## config.mk

```make
export PLATFORM = sky130hd
export DESIGN_NAME = vpf_pixel_port
export DESIGN_NICKNAME = d
export VERILOG_FILES = /design/src/include/vpf_pkg.sv /design/src/vpf_pixel_port.sv /design/src/vpf_rst_sync.sv
export VERILOG_INCLUDE_DIRS = /design/src /design/src/include
export SDC_FILE = /design/constraint.sdc
export NUM_CORES = 1
export LEC_CHECK = 0
export BUFFER_PORTS_ARGS = -buffer_cell sky130_fd_sc_hd__buf_4
export CAP_MARGIN = 20
export CORE_MARGIN = 5
export CORE_UTILIZATION = 45
export DETAILED_ROUTE_END_ITERATION = 8
export GPL_ROUTABILITY_DRIVEN = 0
export PLACE_DENSITY = 0.68
export SYNTH_ARGS = -nofsm -noshare
export SYNTH_HDL_FRONTEND = slang
export SYNTH_SLANG_ARGS = --single-unit
```

## constraint.sdc

```tcl
create_clock -name clk_sys_i -period 1.06 [get_ports clk_sys_i]
set_input_delay 0.053 -clock clk_sys_i [delete_from_list [all_inputs] [get_ports clk_sys_i]]
set_output_delay 0.053 -clock clk_sys_i [all_outputs]
set_load 0.1 [all_outputs]
```

## src/include/vpf_consts.svh

```systemverilog
/*
 * Constants of the pixel port formatter: widths, pin fields, clock limits.
 * Assumes inclusion by the formatter package and design files only.
 */
`ifndef VPF_CONSTS_SVH
`define VPF_CONSTS_SVH

// Sample and port widths
`define VPF_SAMPLE_W 12
`define VPF_PORT_W 30
`define VPF_MODE_W 5

// Pin fields of the lower and upper port
`define VPF_HI10 19:10
`define VPF_HI8 19:12
`define VPF_LO10 9:0
`define VPF_LO8 9:2
`define VPF_LO4A 9:6
`define VPF_LO4B 5:2
`define VPF_UP10 29:20
`define VPF_UP8 29:22

// Pixel clock rate and the ceiling for single-lane component modes
`define VPF_CLK_MHZ 50
`define VPF_NARROW_MAX_MHZ 54

`endif

```

## src/include/vpf_pkg.sv

```systemverilog
/*
 * Types of the pixel port formatter: modes, 4:2:2 phases, carriers.
 * Assumes vpf_consts.svh is on the include path.
 */
`include "vpf_consts.svh"

package vpf_pkg;

    // Port mode code, one set per processing path
    typedef logic [`VPF_MODE_W-1:0] vpf_mode_t;

    // Mode numbers; 0 switches the port off
    typedef enum logic [`VPF_MODE_W-1:0]
    {
        VPF_OFF = 5'h00, VPF_M1  = 5'h01, VPF_M2  = 5'h02, VPF_M3  = 5'h03,
        VPF_M4  = 5'h04, VPF_M5  = 5'h05, VPF_M6  = 5'h06, VPF_M7  = 5'h07,
        VPF_M8  = 5'h08, VPF_M9  = 5'h09, VPF_M10 = 5'h0a, VPF_M11 = 5'h0b,
        VPF_M12 = 5'h0c, VPF_M13 = 5'h0d, VPF_M14 = 5'h0e, VPF_M15 = 5'h0f,
        VPF_M16 = 5'h10, VPF_M17 = 5'h11, VPF_M18 = 5'h12, VPF_M19 = 5'h13
    } vpf_mode_e;

    // Processing path feeding the port
    typedef enum logic
    {
        VPF_SD_DECODE_PATH = 1'b0,
        VPF_COMPONENT_PATH = 1'b1
    } vpf_path_e;

    // Single-lane 4:2:2 word order, Gray coded
    typedef enum logic [1:0]
    {
        VPF_PH_CB = 2'b00,
        VPF_PH_Y0 = 2'b01,
        VPF_PH_CR = 2'b11,
        VPF_PH_Y1 = 2'b10
    } vpf_phase_e;

    // One pixel: luma/green, red diff/red, blue diff/blue
    typedef struct packed
    {
        logic [`VPF_SAMPLE_W-1:0] chan_a;
        logic [`VPF_SAMPLE_W-1:0] chan_b;
        logic [`VPF_SAMPLE_W-1:0] chan_c;
    } vpf_pix_s;

    // Timing references travelling with the pixels
    typedef struct packed
    {
        logic line_or_composite_sync;
        logic frame_sync_or_parity;
        logic active_video_or_parity;
    } vpf_ref_s;

endpackage

```

## src/vpf_pixel_port.sv

```systemverilog
/*
 * Pixel port formatter: maps a processed pixel stream onto the 30-pin
 * parallel port at single data rate, with timing references alongside.
 * Assumes pixels and references arrive synchronous to clk_sys_i, one
 * pixel per clock, with chroma already matched to the chosen sampling.
 */
// Behaviour
// - SD 8-bit 4:2:2 interleaved on pins 19..12
// - SD 10-bit 4:2:2 interleaved on pins 19..10
// - SD 16-bit: luma 19..12, chroma 9..2
// - SD 20-bit: luma 19..10, chroma 9..0
// - SD 24-bit 4:4:4: Y, Cb, Cr upper
// - SD 30-bit 4:4:4: Y, Cb, Cr upper
// - Component 12-bit, bits 11..2 on 19..10
// - Component 12-bit, bits 11..4 on 19..12
// - Component split 12-bit: 11..4 high, 3..0 on 9..6
// - Component 16-bit: A high, B/C alternating low
// - Component 20-bit: A 9..0, B/C 9..0
// - Component split 20-bit: bits 9..2 of each
// - Component 24-bit 4:2:2: bits 11..4 both lanes
// - Component 24-bit: luma split, chroma low nibble
// - Component 24-bit 4:4:4 pairs AB, AC, CA, CB
// - Component 30-bit pairs AB, AC, CA, CB
// - A luma/green, B red, C blue
// - Unassigned pins driven low
// - One complete word per pixel clock
// - Component offers 16/20 and 24/30-bit widths
// - Syncs and data valid travel with pixels
// - Single-lane component modes only up to 54 MHz
`timescale 1ns/10ps
`default_nettype none

`include "vpf_consts.svh"

module vpf_pixel_port
#(
    parameter int CLK_MHZ = `VPF_CLK_MHZ,   // Pixel clock rate
    parameter int PORT_W  = `VPF_PORT_W     // Pins on the port
)
(
    input  wire logic               clk_sys_i,
    input  wire logic               nrst_i,
    input  wire vpf_pkg::vpf_path_e path_i,    // Path feeding the port
    input  wire vpf_pkg::vpf_mode_t mode_i,    // Port mode of that path
    input  wire vpf_pkg::vpf_pix_s  pix_i,     // Pixel of this clock
    input  wire vpf_pkg::vpf_ref_s  ref_i,     // References of this clock
    output logic [PORT_W-1:0]       pins_o,    // Data pins 29..0
    output vpf_pkg::vpf_ref_s       ref_o,     // References, aligned
    output logic                    mode_bad_o // Mode refused, pins low
);

    import vpf_pkg::*;

    ////////////////////////////////////////////////////////////////////
    // Parameter checks

    // The pin maps are fixed to a 30-pin port
    if (PORT_W != `VPF_PORT_W)
    begin : g_bad_port
        $error("vpf_pixel_port: port width must be 30");
    end

    // A clock rate of zero cannot be judged against the ceiling
    if (CLK_MHZ < 1)
    begin : g_bad_clk
        $error("vpf_pixel_port: clock rate must be positive");
    end

    ////////////////////////////////////////////////////////////////////
    // Reset release

    logic rst_n;    // Synchronously released reset

    vpf_rst_sync u_rst_sync
    (
        .clk_sys_i (clk_sys_i),
        .nrst_i    (nrst_i),
        .rst_n_o   (rst_n)
    );

    ////////////////////////////////////////////////////////////////////
    // Helpers

    // Channel by number: 0 A, 1 B, 2 C
    function automatic logic [`VPF_SAMPLE_W-1:0] chan_pick
    (
        input logic [1:0] sel,
        input vpf_pix_s   px
    );
        unique case (sel)
            2'h0:    chan_pick = px.chan_a;
            2'h1:    chan_pick = px.chan_b;
            default: chan_pick = px.chan_c;
        endcase
    endfunction

    // True for the single-lane component modes
    function automatic logic is_narrow(input vpf_mode_t m);
        is_narrow = (m >= VPF_M1) && (m <= VPF_M5);
    endfunction

    // Rate ceiling for single-lane component modes
    localparam logic NARROW_OK = (CLK_MHZ <= `VPF_NARROW_MAX_MHZ);

    ////////////////////////////////////////////////////////////////////
    // 4:2:2 word order

    vpf_phase_e phase;        // Current single-lane word
    vpf_phase_e next_phase;   // Word of the next clock
    logic       chb_turn;     // Dual-lane chroma: B now, else C
    logic       next_chb_turn;

    // Order Cb, Y, Cr, Y; restarts at each line while valid is low
    assign next_phase = !ref_i.active_video_or_parity ? VPF_PH_CB :
                        (phase == VPF_PH_CB) ? VPF_PH_Y0 :
                        (phase == VPF_PH_Y0) ? VPF_PH_CR :
                        (phase == VPF_PH_CR) ? VPF_PH_Y1 : VPF_PH_CB;

    // Blue difference leads every line on the chroma lane
    assign next_chb_turn = ref_i.active_video_or_parity & ~chb_turn;

    // Phase state
    always_ff @(posedge clk_sys_i or negedge rst_n)
    begin
        if (!rst_n)
        begin
            phase    <= VPF_PH_CB;
            chb_turn <= 1'b0;
        end
        else
        begin
            phase    <= next_phase;
            chb_turn <= next_chb_turn;
        end
    end

    ////////////////////////////////////////////////////////////////////
    // Word selection

    logic                     on_luma;  // Single lane carries luma
    logic [`VPF_SAMPLE_W-1:0] ilv;      // Single-lane word
    logic [`VPF_SAMPLE_W-1:0] chr;      // Dual-lane chroma word

    // Default carriage: A luma, B red diff, C blue diff
    assign on_luma = (phase == VPF_PH_Y0) || (phase == VPF_PH_Y1);
    assign ilv = on_luma ? pix_i.chan_a :
                 (phase == VPF_PH_CB) ? pix_i.chan_c : pix_i.chan_b;
    assign chr = chb_turn ? pix_i.chan_b : pix_i.chan_c;

    ////////////////////////////////////////////////////////////////////
    // Pin maps

    // Returns {accepted, pins}; every field not written stays low
    function automatic logic [`VPF_PORT_W:0] pin_map
    (
        input vpf_path_e                path,
        input vpf_mode_t                m,
        input vpf_pix_s                 px,
        input logic [`VPF_SAMPLE_W-1:0] iw,
        input logic [`VPF_SAMPLE_W-1:0] cw
    );
        logic [`VPF_PORT_W-1:0]   p;
        logic                     ok;
        logic [`VPF_SAMPLE_W-1:0] hw;   // 4:4:4 channel for the high lane
        logic [`VPF_SAMPLE_W-1:0] lw;   // 4:4:4 channel for the low lane
        p  = '0;
        ok = 1'b1;
        // Pair order AB, AC, CA, CB from the low mode bits
        hw = chan_pick(m[1] ? 2'h2 : 2'h0, px);
        lw = chan_pick(m[1:0] == 2'h0 ? 2'h1 :
                       m[1:0] == 2'h1 ? 2'h2 :
                       m[1:0] == 2'h2 ? 2'h0 : 2'h1, px);
        if (path == VPF_SD_DECODE_PATH)
        begin
            // Decode path: A luma, B red diff, C blue diff
            unique case (m)
                VPF_M1: p[`VPF_HI8] = iw[7:0];
                VPF_M2: p[`VPF_HI10] = iw[9:0];
                VPF_M3:
                begin
                    p[`VPF_HI8] = px.chan_a[7:0];
                    p[`VPF_LO8] = cw[7:0];
                end
                VPF_M4:
                begin
                    p[`VPF_HI10] = px.chan_a[9:0];
                    p[`VPF_LO10] = cw[9:0];
                end
                VPF_M5:
                begin
                    p[`VPF_HI8] = px.chan_a[7:0];
                    p[`VPF_LO8] = px.chan_c[7:0];
                    p[`VPF_UP8] = px.chan_b[7:0];
                end
                VPF_M6:
                begin
                    p[`VPF_HI10] = px.chan_a[9:0];
                    p[`VPF_LO10] = px.chan_c[9:0];
                    p[`VPF_UP10] = px.chan_b[9:0];
                end
                // Unknown or off: port held low
                default: ok = 1'b0;
            endcase
        end
        else
        begin
            // Component path; single-lane modes carry one word a clock
            unique case (m)
                VPF_M1: p[`VPF_HI8] = iw[7:0];
                VPF_M2: p[`VPF_HI10] = iw[9:0];
                VPF_M3: p[`VPF_HI10] = iw[11:2];
                VPF_M4: p[`VPF_HI8] = iw[11:4];
                VPF_M5:
                begin
                    p[`VPF_HI8]  = iw[11:4];
                    p[`VPF_LO4A] = iw[3:0];
                end
                VPF_M6:
                begin
                    p[`VPF_HI8] = px.chan_a[7:0];
                    p[`VPF_LO8] = cw[7:0];
                end
                VPF_M7:
                begin
                    p[`VPF_HI10] = px.chan_a[9:0];
                    p[`VPF_LO10] = cw[9:0];
                end
                VPF_M8:
                begin
                    p[`VPF_HI8] = px.chan_a[9:2];
                    p[`VPF_LO8] = cw[9:2];
                end
                VPF_M9:
                begin
                    p[`VPF_HI10] = px.chan_a[11:2];
                    p[`VPF_LO10] = cw[11:2];
                end
                VPF_M10:
                begin
                    p[`VPF_HI8] = px.chan_a[11:4];
                    p[`VPF_LO8] = cw[11:4];
                end
                VPF_M11:
                begin
                    p[`VPF_HI8]  = px.chan_a[11:4];
                    p[`VPF_LO4A] = px.chan_a[3:0];
                    p[`VPF_LO4B] = cw[3:0];
                end
                // 4:4:4 pairs, 8-bit: AB, AC, CA, CB
                VPF_M12, VPF_M13, VPF_M14, VPF_M15:
                begin
                    p[`VPF_HI8] = hw[7:0];
                    p[`VPF_LO8] = lw[7:0];
                end
                // 10-bit pairs in the same order
                VPF_M16, VPF_M17, VPF_M18, VPF_M19:
                begin
                    p[`VPF_HI10] = hw[9:0];
                    p[`VPF_LO10] = lw[9:0];
                end
                // Unknown or off: port held low
                default: ok = 1'b0;
            endcase
            // Single-lane modes refused above the rate ceiling
            if (is_narrow(m) && !NARROW_OK)
            begin
                ok = 1'b0;
            end
        end
        // A refused mode leaves every pin low
        pin_map = ok ? {1'b1, p} : {1'b0, {`VPF_PORT_W{1'b0}}};
    endfunction

    logic [`VPF_PORT_W:0]   map;        // Accept flag and pins
    logic [`VPF_PORT_W-1:0] next_pins;  // Pins of the next clock
    logic                   next_bad;   // Mode refused next clock

    assign map       = pin_map(path_i, mode_i, pix_i, ilv, chr);
    assign next_pins = map[`VPF_PORT_W-1:0];
    assign next_bad  = ~map[`VPF_PORT_W];

    ////////////////////////////////////////////////////////////////////
    // Output stage

    // Data and references share one edge so the receiver never
    // sees a pixel paired with the previous clock's syncs
    always_ff @(posedge clk_sys_i or negedge rst_n)
    begin
        if (!rst_n)
        begin
            pins_o     <= '0;
            ref_o      <= '0;
            mode_bad_o <= 1'b1;
        end
        else
        begin
            pins_o     <= next_pins;
            ref_o      <= ref_i;
            mode_bad_o <= next_bad;
        end
    end

    ////////////////////////////////////////////////////////////////////
    // Checks

    logic sd_path;  // Decode path selected
    logic cp_path;  // Component path selected
    assign sd_path = (path_i == VPF_SD_DECODE_PATH);
    assign cp_path = (path_i == VPF_COMPONENT_PATH);

    logic live;     // Outputs carry real data

    // Outputs still show reset one edge after release, so checks wait
    always_ff @(posedge clk_sys_i or negedge rst_n)
    begin
        if (!rst_n)
        begin
            live <= 1'b0;
        end
        else
        begin
            live <= 1'b1;
        end
    end

    sd_byte_lane_a: assert property (
        @(posedge clk_sys_i) disable iff (!live)
        sd_path && mode_i == VPF_M1 && on_luma
        |=> pins_o[`VPF_HI8] == $past(pix_i.chan_a[7:0])
            && pins_o[11:0] == '0 && pins_o[`VPF_UP10] == '0)
        else $error("decode 8-bit lane wrong");

    sd_ten_lane_a: assert property (
        @(posedge clk_sys_i) disable iff (!live)
        sd_path && mode_i == VPF_M2 && phase == VPF_PH_CB
        |=> pins_o[`VPF_HI10] == $past(pix_i.chan_c[9:0])
            && pins_o[`VPF_LO10] == '0)
        else $error("decode 10-bit lane wrong");

    sd_full_map_a: assert property (
        @(posedge clk_sys_i) disable iff (!live)
        sd_path && mode_i == VPF_M6
        |=> pins_o == {$past(pix_i.chan_b[9:0]),
                       $past(pix_i.chan_a[9:0]),
                       $past(pix_i.chan_c[9:0])})
        else $error("decode 30-bit map wrong");

    cp_split_map_a: assert property (
        @(posedge clk_sys_i) disable iff (!live)
        cp_path && mode_i == VPF_M5 && on_luma && NARROW_OK
        |=> pins_o[`VPF_LO4A] == $past(pix_i.chan_a[3:0])
            && pins_o[5:0] == '0 && pins_o[11:10] == '0)
        else $error("component split 12-bit wrong");

    cp_chroma_alt_a: assert property (
        @(posedge clk_sys_i) disable iff (!live)
        (!ref_i.active_video_or_parity ##1
         ref_i.active_video_or_parity && cp_path && mode_i == VPF_M6)
        |=> pins_o[`VPF_LO8] == $past(pix_i.chan_c[7:0]))
        else $error("chroma lane not led by blue");

    cp_pair_map_a: assert property (
        @(posedge clk_sys_i) disable iff (!live)
        cp_path && mode_i == VPF_M14
        |=> pins_o[`VPF_HI8] == $past(pix_i.chan_c[7:0])
            && pins_o[`VPF_LO8] == $past(pix_i.chan_a[7:0]))
        else $error("component C/A pair wrong");

    cp_word_rate_a: assert property (
        @(posedge clk_sys_i) disable iff (!live)
        (cp_path && mode_i == VPF_M7) [*2]
        |=> pins_o[`VPF_HI10] == $past(pix_i.chan_a[9:0])
            && $past(pins_o[`VPF_HI10]) == $past(pix_i.chan_a[9:0], 2))
        else $error("component word missed a clock");

    refused_low_a: assert property (
        @(posedge clk_sys_i) disable iff (!rst_n)
        mode_bad_o |-> pins_o == '0)
        else $error("refused mode left pins driven");

    ref_align_a: assert property (
        @(posedge clk_sys_i) disable iff (!live)
        $changed(ref_i) |=> ref_o == $past(ref_i))
        else $error("references not aligned");

    narrow_rate_a: assert property (
        @(posedge clk_sys_i) disable iff (!live)
        cp_path && is_narrow(mode_i) |=> mode_bad_o == !NARROW_OK)
        else $error("rate ceiling not applied");

endmodule // vpf_pixel_port

`default_nettype wire

```

## src/vpf_rst_sync.sv

```systemverilog
/*
 * Reset release synchroniser for the pixel port formatter.
 * Assumes an active-low asynchronous reset and one free-running clock.
 */
`timescale 1ns/10ps
`default_nettype none

module vpf_rst_sync
(
    input  wire logic clk_sys_i,
    input  wire logic nrst_i,
    output logic      rst_n_o
);

    logic meta_n;   // First stage, read only by the second

    // Assert at once, release after two edges
    always_ff @(posedge clk_sys_i or negedge nrst_i)
    begin
        if (!nrst_i)
        begin
            meta_n  <= 1'b0;
            rst_n_o <= 1'b0;
        end
        else
        begin
            meta_n  <= 1'b1;
            rst_n_o <= meta_n;
        end
    end

endmodule // vpf_rst_sync

`default_nettype wire
```

==> flow_summary_export.csv <==
group,metric,value,unit
status,status,"complete, but fails checks",
status,violations,"negative setup slack",
sta,rsz0062_at_grt,"true",
final_layout,multi_input_area,3040,um2
worst_setup_path,worstSetupPathType,"flip-flop to flip-flop",
yosys,ys.flop_type,"dfrtp_1",
yosys,syn_area_per_cell,8.60,um2
yosys,yosys.cell_count.top_type,"dfrtp_1",
final_layout,syn2layout_area_growth,82.2,%
yosys,synth_compound_area_share,28.2,%
global_route,grt_pass1_vias,4587,
cts,h-tree-depth,2,
yosys,synth_mux_area_share,13.1,%
cts,cts.sinks,39,
floorplan,initial_core_util,46.1,%
sta,period_minus_slack,1950,ps
floorplan,die_w,98.8,um
sta,tightestPinTransition,484,ps
cts,cts.path.max_buffers,2,
yosys,synth_edf_count,0,
global_route,grt_max_degree,30,
yosys,synth.area.top_cells,"dfrtp_1 (27%), mux2i_1 (7.1%), mux2_2 (6.0%)",
worst_setup_path,crit_fanout,6,
sta,final-hold-violation-count,0,
yosys,async_flop_share,100,%
placed_design,portBuffers,80,
worst_setup_path,rrSetupSlack,-890,ps
sta,fin_skew,13.3,ps
final_layout,layout-drive-gt1-share,57.6,%
flow_run,cap_violations,0,
final_layout,fin_util,84.0,%
yosys,yosysWarnings,0,
yosys,ys_ff_latch,39,
route,vias_per_cell,6.83,
placed_design,post-dp-hpwl,11.2,mm
sta,fmax,513,MHz
yosys,yosys.area_share.simple,22.1,%
global_route,grt_overflow,0,
floorplan,io_pins,81,
global_route,antenna_found_initial,0,
worst_setup_path,crit_slowest_cell,"dfrtp_1",
pwr,power_density,981,nW/um2
route,drc_errors,0,
route,postRouteAntennaNets,0,
cts,cts_root_buf,"clkbuf_8",
sta,setup_ws,-888,ps
worst_setup_path,reg2regPathDepth,8,
final_layout,ff_latch_area,980,um2
worst_setup_path,r2r_start,"phase[1]",
yosys,synth_top_area_share,26.8,%
sta,setup_viol,32,
sta,slew_headroom,67.3,%
final_layout,final_net_count,689,
hold_path,hold_class,"primary input to asynchronous set/reset pin",
worst_setup_path,path_cells,"inv_2 > ha_4 > buf_12 > mux2_4 > mux2i_4 > o22ai_1 > a221oi_1 > a21oi_1",
yosys,synth-seq-area-share,27.6,%
floorplan,dieArea,9750,um2
yosys,synthTopCellsByCount,"dfrtp_1 (38), nor2_1 (34), nand2_1 (26)",
final_layout,fill_cells,386,
sta,drv_slew,0,
route,wirelength,17.8,mm
yosys,synthesis.nets,467,
floorplan,core_area,7690,um2
sta,hold_slack,71.0,ps
yosys,yosysTopAreaCell,"dfrtp_1",
yosys,synth_area,3540,um2
yosys,synthXorXnorAreaFrac,0.247,%
yosys,synth_top_family_by_area,"compound AO/OA/AOI/OAI gates",
cts,numCtsBuffers,5,
route,routedWlPerCell,24.2,um
worst_setup_path,required,1250,ps
cts,clkTransAtPathRegs,90,ps
sta,min_period_over_period,184,%
floorplan,die_y,98.8,um
worst_setup_path,end_kind,"flip-flop",
cts,worstSkewPairLatency,310,ps
worst_setup_path,rr_endpoint,"pins_o[8]",
pwr,vdd_drop_max,563,uV
global_route,grt_usage,30.8,%
final_layout,diodes,0,
route,drtPass1Iterations,7,
yosys,synthesis.instances,412,
yosys,synth_cell_types,65,
worst_setup_path,slowest_delay,390,ps
worst_setup_path,cp-start-kind,"flip-flop",
floorplan,rows,32,
global_route,grt_first_pass_wirelength,23.9,mm
cts,cts_tree,"built",
route,vias,5032,
pwr,p_leak,2.81,nW
route,drt-initial-drc-count,740,
worst_setup_path,arrival,2140,ps
pwr,p_total,0.00633,W
yosys,synthAdderAreaFrac,2.82,%
placed_design,dp_slack,-857,ps
## final cells by class
type	instances	area share, %
clock buffers	5	1.07
flip-flops and latches	39	15.2
inverters	6	0.504
multi-input cells	329	47.1
clock inverters	3	0.678
well taps	102	1.98
repair buffers	253	33.5
## placed cells by master, fill, tap and decap left out, drive strengths merged, types with 3 or more instances in the layout
cell type    instances
nor2b               12
nor4                 3
ha                   8
o2111ai              5
nand2b               8
o31ai               10
a22o                 5
and2                 9
a221oi              13
dfrtp               38
a21oi               11
nor3b                7
o21ai               16
buf                249
nand2               29
a211oi               7
clkbuf               5
o22a                 6
a221o                5
mux2                19
o22ai               22
nor3                 4
nand3               16
o221ai               6
mux2i               25
a22oi               13
dlygate4sd3          4
inv                  6
nor2                34
## state kept, by name (all words and copies together) (netlist names)
register            flops
chb_turn                1
mode_bad_o              1
phase                   2
pins_o                 30
ref_o                   3
u_rst_sync.meta_n       1
u_rst_sync.rst_n_o      1
## where the power goes
group	switching [W]	total, W	internal, W
logic	0.00187	0.00342	0.00155
registers	0.0000439	0.00162	0.00157
clock network	0.000597	0.00130	0.000702
total	0.00251	0.00633	0.00382
## per-layer routing
metal  global-route usage [%]  part of all wire (%)  wire length [um]  up-vias
li1                         -                     -                 -     2029
met1                     36.2                    33              5890     2307
met2                     50.3                    46              8130      515
met3                     8.35                    12              2180      181
met4                     17.8                   9.2              1640        0
met5                        0                     0                 0        -
## metrics by stage
| step | instance area, um2 | std cells | TNS, ps |
|---|---|---|---|
| final | 6460 | 737 | -15750 |
| after global routing | 6460 | 737 | -17310 |
| after CTS | 6000 | 719 | -13960 |
| after detailed placement | 5350 | 690 | -20580 |
| after global placement | 5350 | 690 | -19850 |
| after floorplan | 3800 | 412 | -14510 |
## critical path: cells and delay by family (launching register included)
kind                       cells  cell delay [ps]
AOI/OAI and AO/OA              3              550
adders and majority gates      1              160
DFF                            1              390
muxes                          2              520
buffers and inverters          2              210
## how the worst max path moves through the flow
stage / end / cells past startpoint / start
3_3_place_gp: pins_o[12] / 7 / phase[1]
5_1_grt: pins_o[16] / 8 / phase[1]
4_1_cts: pins_o[13] / 8 / phase[1]
6_report: pins_o[8] / 8 / phase[1]
2_1_floorplan: pins_o[13] / 8 / phase[1]
3_5_place_dp: pins_o[14] / 8 / mode_i[0]
## repair_timing
| action | CTS | global route |
|---|---|---|
| cloned | 1 | 1 |
| setup buffers | 16 | 20 |
| pin swaps | 31 | 44 |
| gates resized for setup | 70 | 57 |
| hold endpoints to repair | 5 | 0 |
| setup endpoints to repair | 27 | 34 |
| hold buffers | 4 | 0 |
## kinds of logic (layout without fill, tap and decap cells)
family	Yosys count	count (layout)
and+or+nand+nor	139	140
AOI/OAI and AO/OA	135	135
buffers and inverters	45	267
muxes	44	44
DFF	39	39
adders and majority gates	8	8
other	1	1
xor gates and xnor gates	1	1
(Power assumes the default switching activity.)
